`config.mk`:
```
export PLATFORM = sky130hd
export DESIGN_NAME = pfs_supervisor
export DESIGN_NICKNAME = d
export VERILOG_FILES = /design/src/rtl/pfs_pkg.sv /design/src/rtl/pfs_sync2.sv /design/src/rtl/pfs_event_counter.sv /design/src/rtl/pfs_supervisor.sv
export VERILOG_INCLUDE_DIRS = /design/src /design/src/rtl
export SDC_FILE = /design/constraint.sdc
export NUM_CORES = 1
export LEC_CHECK = 0
export BUFFER_PORTS_ARGS = -buffer_cell sky130_fd_sc_hd__buf_2
export CAP_MARGIN = 20
export CELL_PAD_IN_SITES_DETAIL_PLACEMENT = 1
export CELL_PAD_IN_SITES_GLOBAL_PLACEMENT = 1
export CORE_MARGIN = 2
export CORE_UTILIZATION = 40
export CTS_CLUSTER_DIAMETER = 30
export CTS_CLUSTER_SIZE = 24
export DETAILED_ROUTE_END_ITERATION = 16
export PLACE_DENSITY_LB_ADDON = 0.2
export SYNTH_ARGS = -nofsm -noshare
export SYNTH_HDL_FRONTEND = slang
export SYNTH_HIERARCHICAL = 1
export SYNTH_SLANG_ARGS = --single-unit
```
`constraint.sdc`:
```
create_clock -name clk_sys_in -period 4.8 [get_ports clk_sys_in]
set_clock_uncertainty 0.2 [all_clocks]
set_input_delay 0.96 -clock clk_sys_in [delete_from_list [all_inputs] [get_ports clk_sys_in]]
set_output_delay 0.96 -clock clk_sys_in [all_outputs]
set_load 0.01 [all_outputs]
```
`src/rtl/pfs_defs.svh`:
```
`ifndef PFS_DEFS_SVH
`define PFS_DEFS_SVH
// ==========================================
// Register map (byte addresses, one word each)
`define PFS_ADR_STATUS   8'h00
`define PFS_ADR_LIMIT    8'h04
`define PFS_ADR_CTRL     8'h08
// ==========================================
// Field positions
`define PFS_CTRL_CLEAR   0
`define PFS_ST_OC_CNT    8
`define PFS_ST_UV_CNT    12
// ==========================================
// Reset values
`define PFS_LIMIT_RST    8'h78
// ==========================================
// Temperature thresholds, degrees C
`define PFS_OTP_RISE_C   9'h08c
`define PFS_OTP_FALL_C   9'h080
`define PFS_CLAMP_C      9'h1e7
// ==========================================
// Report levels, millivolts
`define PFS_TEMP_MV0     13'h0258
`define PFS_TEMP_SHIFT   3
`define PFS_CLAMP_MV     12'h190
`define PFS_HIGH_MV      12'hce4
`define PFS_OC_MV        12'h898
`define PFS_OTP_MV       12'h320
`define PFS_ZERO_MV      12'h000
// ==========================================
// Event counting, in PWM cycles
`define PFS_BAD_LIMIT    4'ha
`define PFS_GOOD_LIMIT   2'h3
`endif

```
`src/rtl/pfs_pkg.sv`:
```
package pfs_pkg;
    // Wishbone request from the master
    typedef struct packed {
        logic        cyc;
        logic        stb;
        logic        we;
        logic [7:0]  adr;
        logic [3:0]  sel;
        logic [31:0] dat;
    } pfs_wb_req_t;
    // Wishbone answer to the master
    typedef struct packed {
        logic        ack;
        logic [31:0] dat;
    } pfs_wb_rsp_t;
    // Pin-side detector levels, asynchronous to the clock
    typedef struct packed {
        logic pwm_high;
        logic pwm_tri;
        logic boot_uv;
        logic hs_short;
        logic drv_uv;
    } pfs_pins_t;
    // Gate drive and report levels
    typedef struct packed {
        logic        hs_gate;
        logic        ls_gate;
        logic        pwm_pull_down;
        logic        temp_fault_pull_down;
        logic [11:0] temp_fault_mv;
        logic        current_force;
        logic [11:0] current_report_mv;
    } pfs_drive_t;
endpackage

```
`src/rtl/pfs_sync2.sv`:
```
`timescale 1ns/10ps
// ==========================================
// Two-stage synchroniser for a vector of levels
module pfs_sync2 #(
    parameter int W = 5
) (
    input  wire logic         clk_sys_in,
    input  wire logic         reset_n_in,
    input  wire logic [W-1:0] async_in,
    output logic      [W-1:0] sync_out
);
    typedef struct packed {
        logic [W-1:0] meta;
        logic [W-1:0] stable;
    } pfs_sync_st_t;
    pfs_sync_st_t st_q;
    pfs_sync_st_t st_d;

    // First stage feeds only the second
    always_comb begin
        st_d.meta   = async_in;
        st_d.stable = st_q.meta;
    end

    always_ff @(posedge clk_sys_in) begin
        if (!reset_n_in) begin
            st_q <= '0;
        end else begin
            st_q <= st_d;
        end
    end

    assign sync_out = st_q.stable;
endmodule

```
`src/rtl/pfs_event_counter.sv`:
```
`timescale 1ns/10ps
`include "pfs_defs.svh"
// ==========================================
// Per-PWM-cycle bad event counter with good-run restart
module pfs_event_counter (
    input  wire logic       clk_sys_in,
    input  wire logic       reset_n_in,
    input  wire logic       clear_in,
    input  wire logic       strobe_in,
    input  wire logic       bad_in,
    output logic            trip_out,
    output logic      [3:0] count_out
);
    typedef struct packed {
        logic [3:0] bad_cnt;
        logic [1:0] good_cnt;
    } pfs_cnt_st_t;
    pfs_cnt_st_t st_q;
    pfs_cnt_st_t st_d;

    // One evaluation per strobe; a good run of three restarts the count
    always_comb begin
        st_d = st_q;
        if (clear_in) begin
            st_d = '0;
        end else if (strobe_in) begin
            if (bad_in) begin
                st_d.good_cnt = 2'h0;
                if (st_q.bad_cnt != `PFS_BAD_LIMIT) begin
                    st_d.bad_cnt = st_q.bad_cnt + 4'h1;
                end
            end else if (st_q.good_cnt + 2'h1 == `PFS_GOOD_LIMIT) begin
                st_d = '0;
            end else begin
                st_d.good_cnt = st_q.good_cnt + 2'h1;
            end
        end
    end

    always_ff @(posedge clk_sys_in) begin
        if (!reset_n_in) begin
            st_q <= '0;
        end else begin
            st_q <= st_d;
        end
    end

    // Fires on the strobe that brings the tenth bad cycle
    assign trip_out  = strobe_in && bad_in && !clear_in && (st_q.bad_cnt == `PFS_BAD_LIMIT - 4'h1);
    assign count_out = st_q.bad_cnt;
endmodule

```
`src/rtl/pfs_supervisor.sv`:
```
// Local design decisions: the register addresses and the Wishbone register port.
`timescale 1ns/10ps
`include "pfs_defs.svh"
// What this block does
// RULE1: Without fault, report temperature as 600 mV plus 8 mV per degree.
// RULE2: Catastrophic fault drives fault output to 3.3 V; non-catastrophic to 0 V.
// RULE3: Below minus 25 degrees the temperature report clamps at 400 mV.
// RULE4: Above 140 degrees raise fault, switch both gates off, ignore PWM.
// RULE5: Hold over-temperature fault high until temperature falls below 128 degrees.
// RULE6: Controller tri-states PWM after seeing a catastrophic fault high.
// RULE7: After over-temperature and PWM tri-state, force current report to 800 mV.
// RULE8: Each cycle compare current to limit, default 120 A; truncate high pulse.
// RULE9: Ten over-current cycles without three good cycles latch over-current fault.
// RULE10: After over-current latch and PWM tri-state, force current report to 2.2 V.
// RULE11: Ten bootstrap under-voltage cycles latch a catastrophic fault.
// RULE12: Three good cycles without bootstrap under-voltage clear its counter.
// RULE13: After bootstrap fault and PWM tri-state, force current report to 0 V.
// RULE14: High-side short drives and latches fault and current report at 3.3 V.
// RULE15: During high-side short, keep following PWM commands.
// RULE16: Controller may then command PWM low to destroy the stage.
// RULE17: Driver-supply under-voltage weakly pulls PWM and fault low, report 0 V.
// RULE18: Latched faults stop PWM response; after tri-state fault output reports temperature.
// RULE19: Driver-supply under-voltage in operation stops switching, both reports at 0 V.
// RULE20: Event counters are evaluated once per PWM period at its rising edge.
module pfs_supervisor
    import pfs_pkg::*;
(
    input  wire logic        clk_sys_in,
    input  wire logic        reset_n_in,
    input  wire pfs_wb_req_t wb_req_in,
    output pfs_wb_rsp_t      wb_rsp_out,
    input  wire pfs_pins_t   pins_in,
    input  wire logic [8:0]  temp_c_in,
    input  wire logic [7:0]  switch_amps_in,
    output pfs_drive_t       drive_out
);
    // ==========================================
    // Software view
    // Three word registers, byte addressed.
    // Status at 0x00 is read only:
    //   bit 0      too hot, held until below the falling point
    //   bit 1      over-temperature latch
    //   bit 2      over-current latch
    //   bit 3      bootstrap latch
    //   bit 4      high-side short latch
    //   bit 5      driver supply low, live
    //   bit 6      controller tri-stated PWM
    //   bits 11:8  over-current bad count
    //   bits 15:12 bootstrap bad count
    // Limit at 0x04 holds the limit in amps.
    // Only byte lane 0 is honoured.
    // Control at 0x08, write only: bit 0 clears.
    // Other offsets read zero and drop writes,
    // so a stray access never hangs the bus.
    // Ack comes one cycle after the take,
    // and is low in the cycle after that.
    // ==========================================
    // Fault output priority, highest first
    //   driver supply low   0 mV, weak pull
    //   short or too hot    3300 mV
    //   latch, no tri yet   3300 mV
    //   otherwise           temperature code
    // Heat keeps the pin high until below the
    // falling point, even after tri-state.
    // Current report priority, highest first
    //   driver supply low   0 mV
    //   high-side short     3300 mV
    //   over-temperature    800 mV, after tri
    //   over-current        2200 mV, after tri
    //   bootstrap           0 mV, after tri
    // ==========================================
    // Timing and limits
    // Pins take two edges to cross in; the
    // outputs follow one edge later.
    // Temperature and current are on this clock.
    // A window is judged at the next window's
    // rising edge, so trips lag one window.
    // A latch sets one edge after its trip and
    // the report codes one edge after that.
    // A short drives both pins on the edge that
    // first sees it, not one edge later.
    // PWM high and low must each last two clocks
    // or edges are lost in the synchroniser.
    // A heat or short latch set beats a clear in
    // one cycle; a clear cancels a counter trip.
    // A clear while PWM is still tri-stated keeps
    // the tri flag down, so a new fault shows
    // 3300 mV again before its report code.
    // Heat, any latch but the short, and a low
    // driver supply all block switching.

    // ==========================================
    // State
    typedef struct packed {
        logic        pwm_high_prev;
        logic        oc_cut;
        logic        oc_seen;
        logic        uv_seen;
        logic        otp_hot;
        logic        otp_lat;
        logic        oc_lat;
        logic        boot_lat;
        logic        short_lat;
        logic        tri_seen;
        logic [7:0]  oc_limit;
        pfs_wb_rsp_t rsp;
        pfs_drive_t  drv;
    } pfs_sup_st_t;
    pfs_sup_st_t st_q;
    pfs_sup_st_t st_d;

    pfs_pins_t   pins_s;
    logic        cycle_strobe;
    logic        clear_req;
    logic        oc_trip;
    logic        uv_trip;
    logic [3:0]  oc_count;
    logic [3:0]  uv_count;
    logic        wb_take;
    logic        pwm_low;
    logic        blocked;
    logic        latched_cat;
    logic signed [12:0] temp_mv_s;
    logic [11:0] temp_mv;

    // ==========================================
    // Pin inputs cross into the clock domain
    pfs_sync2 #(
        .W ($bits(pfs_pins_t))
    ) u_sync (
        .clk_sys_in (clk_sys_in),
        .reset_n_in (reset_n_in),
        .async_in   (pins_in),
        .sync_out   (pins_s)
    );

    // ==========================================
    // Bus decode helpers
    // Request is taken once; ack drops the cycle after it was given
    assign wb_take   = wb_req_in.cyc && wb_req_in.stb && !st_q.rsp.ack;
    assign clear_req = wb_take && wb_req_in.we && wb_req_in.sel[0] &&
                       (wb_req_in.adr == `PFS_ADR_CTRL) && wb_req_in.dat[`PFS_CTRL_CLEAR];

    // ==========================================
    // PWM cycle framing
    assign cycle_strobe = pins_s.pwm_high && !st_q.pwm_high_prev; // RULE20
    assign pwm_low      = !pins_s.pwm_high && !pins_s.pwm_tri;

    // ==========================================
    // Event counters
    pfs_event_counter u_oc_cnt (
        .clk_sys_in (clk_sys_in),
        .reset_n_in (reset_n_in),
        .clear_in   (clear_req),
        .strobe_in  (cycle_strobe),
        .bad_in     (st_q.oc_seen),
        .trip_out   (oc_trip),
        .count_out  (oc_count)
    ); // RULE9

    pfs_event_counter u_uv_cnt (
        .clk_sys_in (clk_sys_in),
        .reset_n_in (reset_n_in),
        .clear_in   (clear_req),
        .strobe_in  (cycle_strobe),
        .bad_in     (st_q.uv_seen),
        .trip_out   (uv_trip),
        .count_out  (uv_count)
    ); // RULE11 RULE12

    // ==========================================
    // Temperature code
    // Slope applied as a shift; sign-extended so cold readings stay correct
    assign temp_mv_s = $signed(`PFS_TEMP_MV0) +
                       ($signed({{4{temp_c_in[8]}}, temp_c_in}) <<< `PFS_TEMP_SHIFT); // RULE1
    always_comb begin
        if ($signed(temp_c_in) < $signed(`PFS_CLAMP_C)) begin
            temp_mv = `PFS_CLAMP_MV; // RULE3
        end else begin
            temp_mv = temp_mv_s[11:0];
        end
    end

    // Faults that stop switching
    assign latched_cat = st_q.otp_lat || st_q.oc_lat || st_q.boot_lat;
    assign blocked     = latched_cat || st_q.otp_hot || pins_s.drv_uv; // RULE4 RULE18 RULE19

    // ==========================================
    // Next state
    always_comb begin
        st_d = st_q;
        st_d.pwm_high_prev = pins_s.pwm_high;

        // Over-temperature with hysteresis
        if ($signed(temp_c_in) > $signed(`PFS_OTP_RISE_C)) begin
            st_d.otp_hot = 1'b1; // RULE4
        end else if ($signed(temp_c_in) < $signed(`PFS_OTP_FALL_C)) begin
            st_d.otp_hot = 1'b0; // RULE5
        end

        // Per-cycle observations restart at each cycle edge
        if (cycle_strobe) begin
            st_d.oc_cut  = 1'b0;
            st_d.oc_seen = 1'b0;
            st_d.uv_seen = pins_s.boot_uv;
        end else if (pins_s.boot_uv) begin
            st_d.uv_seen = 1'b1;
        end
        if (pins_s.pwm_high && (switch_amps_in > st_q.oc_limit)) begin
            st_d.oc_cut  = 1'b1; // RULE8
            st_d.oc_seen = 1'b1;
        end

        // Software clear first, so heat and short sets below win
        if (clear_req) begin
            st_d.otp_lat  = 1'b0;
            st_d.oc_lat   = 1'b0;
            st_d.boot_lat = 1'b0;
            st_d.short_lat = 1'b0;
            st_d.tri_seen = 1'b0;
        end
        if (st_d.otp_hot) begin
            st_d.otp_lat = 1'b1;
        end
        if (oc_trip) begin
            st_d.oc_lat = 1'b1; // RULE9
        end
        if (uv_trip) begin
            st_d.boot_lat = 1'b1; // RULE11
        end
        if (pins_s.hs_short) begin
            st_d.short_lat = 1'b1; // RULE14
        end
        // Controller answers a latched fault by tri-stating PWM
        if (latched_cat && !clear_req && pins_s.pwm_tri) begin
            st_d.tri_seen = 1'b1; // RULE6
        end

        // Gate drive: a high-side short alone does not block
        st_d.drv.hs_gate = pins_s.pwm_high && !st_d.oc_cut && !blocked; // RULE8 RULE15
        st_d.drv.ls_gate = pwm_low && !blocked; // RULE15 RULE16
        st_d.drv.pwm_pull_down = pins_s.drv_uv; // RULE17

        // Fault output priority
        st_d.drv.temp_fault_pull_down = 1'b0;
        if (pins_s.drv_uv) begin
            st_d.drv.temp_fault_mv        = `PFS_ZERO_MV; // RULE2 RULE17
            st_d.drv.temp_fault_pull_down = 1'b1;
        end else if (st_d.short_lat || st_q.otp_hot) begin
            st_d.drv.temp_fault_mv = `PFS_HIGH_MV; // RULE2 RULE5 RULE14
        end else if (latched_cat && !st_q.tri_seen) begin
            st_d.drv.temp_fault_mv = `PFS_HIGH_MV; // RULE2
        end else begin
            st_d.drv.temp_fault_mv = temp_mv; // RULE1 RULE18
        end

        // Phase-specific current report override
        st_d.drv.current_force     = 1'b1;
        st_d.drv.current_report_mv = `PFS_ZERO_MV;
        if (pins_s.drv_uv) begin
            st_d.drv.current_report_mv = `PFS_ZERO_MV; // RULE17 RULE19
        end else if (st_d.short_lat) begin
            st_d.drv.current_report_mv = `PFS_HIGH_MV; // RULE14
        end else if (st_q.tri_seen && st_q.otp_lat) begin
            st_d.drv.current_report_mv = `PFS_OTP_MV; // RULE7
        end else if (st_q.tri_seen && st_q.oc_lat) begin
            st_d.drv.current_report_mv = `PFS_OC_MV; // RULE10
        end else if (st_q.tri_seen && st_q.boot_lat) begin
            st_d.drv.current_report_mv = `PFS_ZERO_MV; // RULE13
        end else begin
            st_d.drv.current_force = 1'b0;
        end

        // Wishbone slave, one wait state, unmapped reads as zero
        st_d.rsp.ack = wb_take;
        st_d.rsp.dat = 32'h0000_0000;
        if (wb_take) begin
            if (wb_req_in.adr == `PFS_ADR_STATUS) begin
                st_d.rsp.dat = {16'h0000, uv_count, oc_count, 1'b0, st_q.tri_seen, pins_s.drv_uv,
                                st_q.short_lat, st_q.boot_lat, st_q.oc_lat, st_q.otp_lat, st_q.otp_hot};
            end else if (wb_req_in.adr == `PFS_ADR_LIMIT) begin
                st_d.rsp.dat = {24'h000000, st_q.oc_limit};
                if (wb_req_in.we && wb_req_in.sel[0]) begin
                    st_d.oc_limit = wb_req_in.dat[7:0];
                end
            end else if (wb_req_in.adr == `PFS_ADR_CTRL) begin
                st_d.rsp.dat = 32'h0000_0000;
            end
        end
    end

    // ==========================================
    // Register everything
    always_ff @(posedge clk_sys_in) begin
        if (!reset_n_in) begin
            st_q          <= '0;
            st_q.oc_limit <= `PFS_LIMIT_RST;
        end else begin
            st_q <= st_d;
        end
    end

    // Outputs straight from flip-flops
    assign wb_rsp_out = st_q.rsp;
    assign drive_out  = st_q.drv;
endmodule

```
==> results.toml <==
[power_and_ir_drop]
power_leakage_nw = 1.87
p_sw_mw = 0.316
p_sw_share_pct = 25.1
p_seq_share_pct = 52.4
pwr-share-clk_pct = 37.9
ir_drop_uv = 145
p_int_mw = 0.941
power_mw = 1.26
power_density_nw_per_um2 = 310
combinationalPowerShare_pct = 9.7

[global_routing]
track_usage_pct = 16.7
grt_pass1_wl_um = 13400
grt_max_degree = 26
grt_overflow = 0
antenna_found_initial = 0
grt_pass1_vias = 2766

[timing]
period_needed_ns = 2.68
fin_crit_sh_pct = 55.9
fin_ws_ns = 2.12
max_freq_ghz = 0.373
slew-limit-headroom_pct = 48.3
setup_viol = 0
hold_violations = 0
hold_ws_ns = 0.243
maxSlewViolCount = 0
worst_slew_pin_slew_ns = 0.770
rsz0062_at_grt = "no"
setup_tns_ns = 0

[placed_design]
place_inst = 548
place_worst_setup_slack_ns = 1.72
post_dp_cell_area_um2 = 3860
routabilityCongestion = 0.883
portBuffers = 85
place_hpwl_um = 6180

[routing]
ant_nets = 0
viasPerCell = 4.88
dr.pass1.iters = 4
dr.first_iter.drc_count = 40
drc = 0
vias = 2750
routedWlPerCell_um = 14.0
wirelength_um = 7900

[setup_path]
cp-start-kind = "input pin"
crit_slowest_cell = "nor4_1"
path_cells = "buf_2 -> nor4_4 -> nand4_2 -> nor4_1 -> buf_4 -> nand2b_1 -> or3_1 -> mux2i_1"
worstSetupPathType = "input pin to flop"
critical_path.endpoint_type = "flop"
critPathMaxFanout = 7
arrival_ns = 2.71
max_stage_delay_ns = 0.41
critPathRequiredTime_ns = 4.83

[cells_and_area]
nets = 535
area_delta_synth_final_pct = 7.46
fin_cells = 564
fin_util_pct = 44.1
antenna-diode-count = 0
drive_above_1_share_pct = 24.7
design_area_um2 = 4060

[synthesis]
synth_commonest_cells = "76 x dfxtp_1, 70 x buf_4, 33 x nand2_1"
synthArstFlopShare_pct = 0
ys_seq_area_share_pct = 40.3
synth.most_common_cell = "dfxtp_1"
syn_inst = 407
synth_edf_count = 0
synth.distinct_cells = 51
synth_area_leaders = "dfxtp_1 40%, buf_4 14%, ha_1 5.3%"
yosys_most_used_dff = "dfxtp_1"
yosysWarningCount = 6
yosysTopAreaCellShare_pct = 40.3
synth_area_um2 = 3770
synth.avg_cell_area_um2 = 9.27
ys_ff_latch = 76
yosysTopAreaCell = "dfxtp_1"

[clocking]
cts_max_level = 3
clk_latency_ns = 0.34
cts_buffers = 9
clock_path_buffers = 2
cts_tree = "yes"
clk_pin_slew_ns = 0.08
root_buffer = "clkbuf_8"
hold_buffers = 0
clkSinkCount = 76
cts_setup_buffers = 0
cts_resized = 0

[die]
core-area_um2 = 9200
pin_count = 133
die_area_um2 = 10200
fp.dieH_um = 101
rows = 35
fp.dieW_um = 101
start_util_pct = 41.0

[min_path]
holdCritPathClass = "flop to flop"

[job]
cap_viol_max_count = 0

[run_status]
outcome = "finished clean"
[cell usage in the layout, fill, tap and decap left out, types with 3 or more instances in the layout]
master / Yosys / final
a21oi_1: 19 / 19
a311oi_1: 3 / 3
xnor2_1: 3 / 3
and4_1: 3 / 3
nor2_1: 17 / 17
a21o_1: 3 / 3
ha_1: 16 / 16
o21ai_0: 5 / 5
nor2b_1: 6 / 6
o211ai_1: 4 / 4
and4b_1: 4 / 4
inv_1: 21 / 21
a22o_1: 7 / 7
a211oi_1: 3 / 3
buf_2: 1 / 85
dfxtp_1: 76 / 76
clkbuf_8: 0 / 9
and2_1: 21 / 21
and3_1: 6 / 6
nand3_1: 13 / 13
nand2b_1: 9 / 9
mux2i_1: 11 / 11
conb_1: 1 / 20
nor3_1: 8 / 8
a21boi_0: 5 / 5
nand2_1: 33 / 33
[flip-flops by register name, indices dropped and copies added (netlist names)]
register and cells:
st_q 18, u_uv_cnt/st_q 2, drive_out 19, u_oc_cnt/count_out 4
wb_rsp_out 17, u_uv_cnt/count_out 4, u_sync/st_d 5, u_oc_cnt/st_q 2
u_sync/sync_out 5
[final timing paths]
| kind | start | cells past startpoint | endpoint | slack (ns) |
|---|---|---|---|---|
| setup / recovery | wb_req_in[37] | 8 | u_uv_cnt/count_out[1] | 2.12 |
| hold / removal | u_sync/st_d[2] | 1 | u_sync/sync_out[2] | 0.24 |
| setup reg to reg | wb_rsp_out[32] | 7 | u_uv_cnt/count_out[1] | 2.71 |
| hold reg to reg | u_sync/st_d[2] | 1 | u_sync/sync_out[2] | 0.24 |
[cell families (layout without fill, tap and decap cells)]
logic type,after synthesis,after routing,synth area share (%)
simple gates,136,136,21.2
buf+inv,98,125,16.9
flops,76,76,40.3
compound gates,66,66,12.6
fa+ha+maj,16,16,5.30
mux,11,11,2.92
xor+xnor,3,3,0.696
other cells,1,20,0.0993
[power groups by stage]
stage | Combinational (mW) | Sequential, mW | Clock (mW)
2_1_floorplan | 0.0991 | 0.670 | 0
3_3_place_gp | 0.120 | 0.673 | 0
3_5_place_dp | 0.122 | 0.674 | 0
4_1_cts | 0.123 | 0.659 | 0.492
5_1_grt | 0.138 | 0.661 | 0.519
6_report | 0.122 | 0.659 | 0.476
[critical path: cells and delay by family]
kind,cells,cell delay [ns]
buffers and inverters,2,0.33
multiplexers,1,0.06
AND/OR/NAND/NOR,5,1.36
[layout make-up]
cell class / count / area, µm²
clock buffers: 11 / 131
clock inverters: 5 / 60.1
fillers: 1124 / 5140
inverters: 23 / 86.3
multi-input cells: 252 / 1690
flip-flops and latches: 76 / 1520
well taps: 111 / 139
repair buffers: 86 / 433
[routing by layer]
layer | part of all wire (%) | GRT usage, % | vias to the layer above
li1 | - | - | 1394
met1 | 46 | 21.1 | 1280
met2 | 48 | 28.1 | 72
met3 | 5.2 | 5.04 | 4
met4 | 0.68 | 3.74 | 0
met5 | 0 | 0 | -
(Power assumes the default switching activity.)
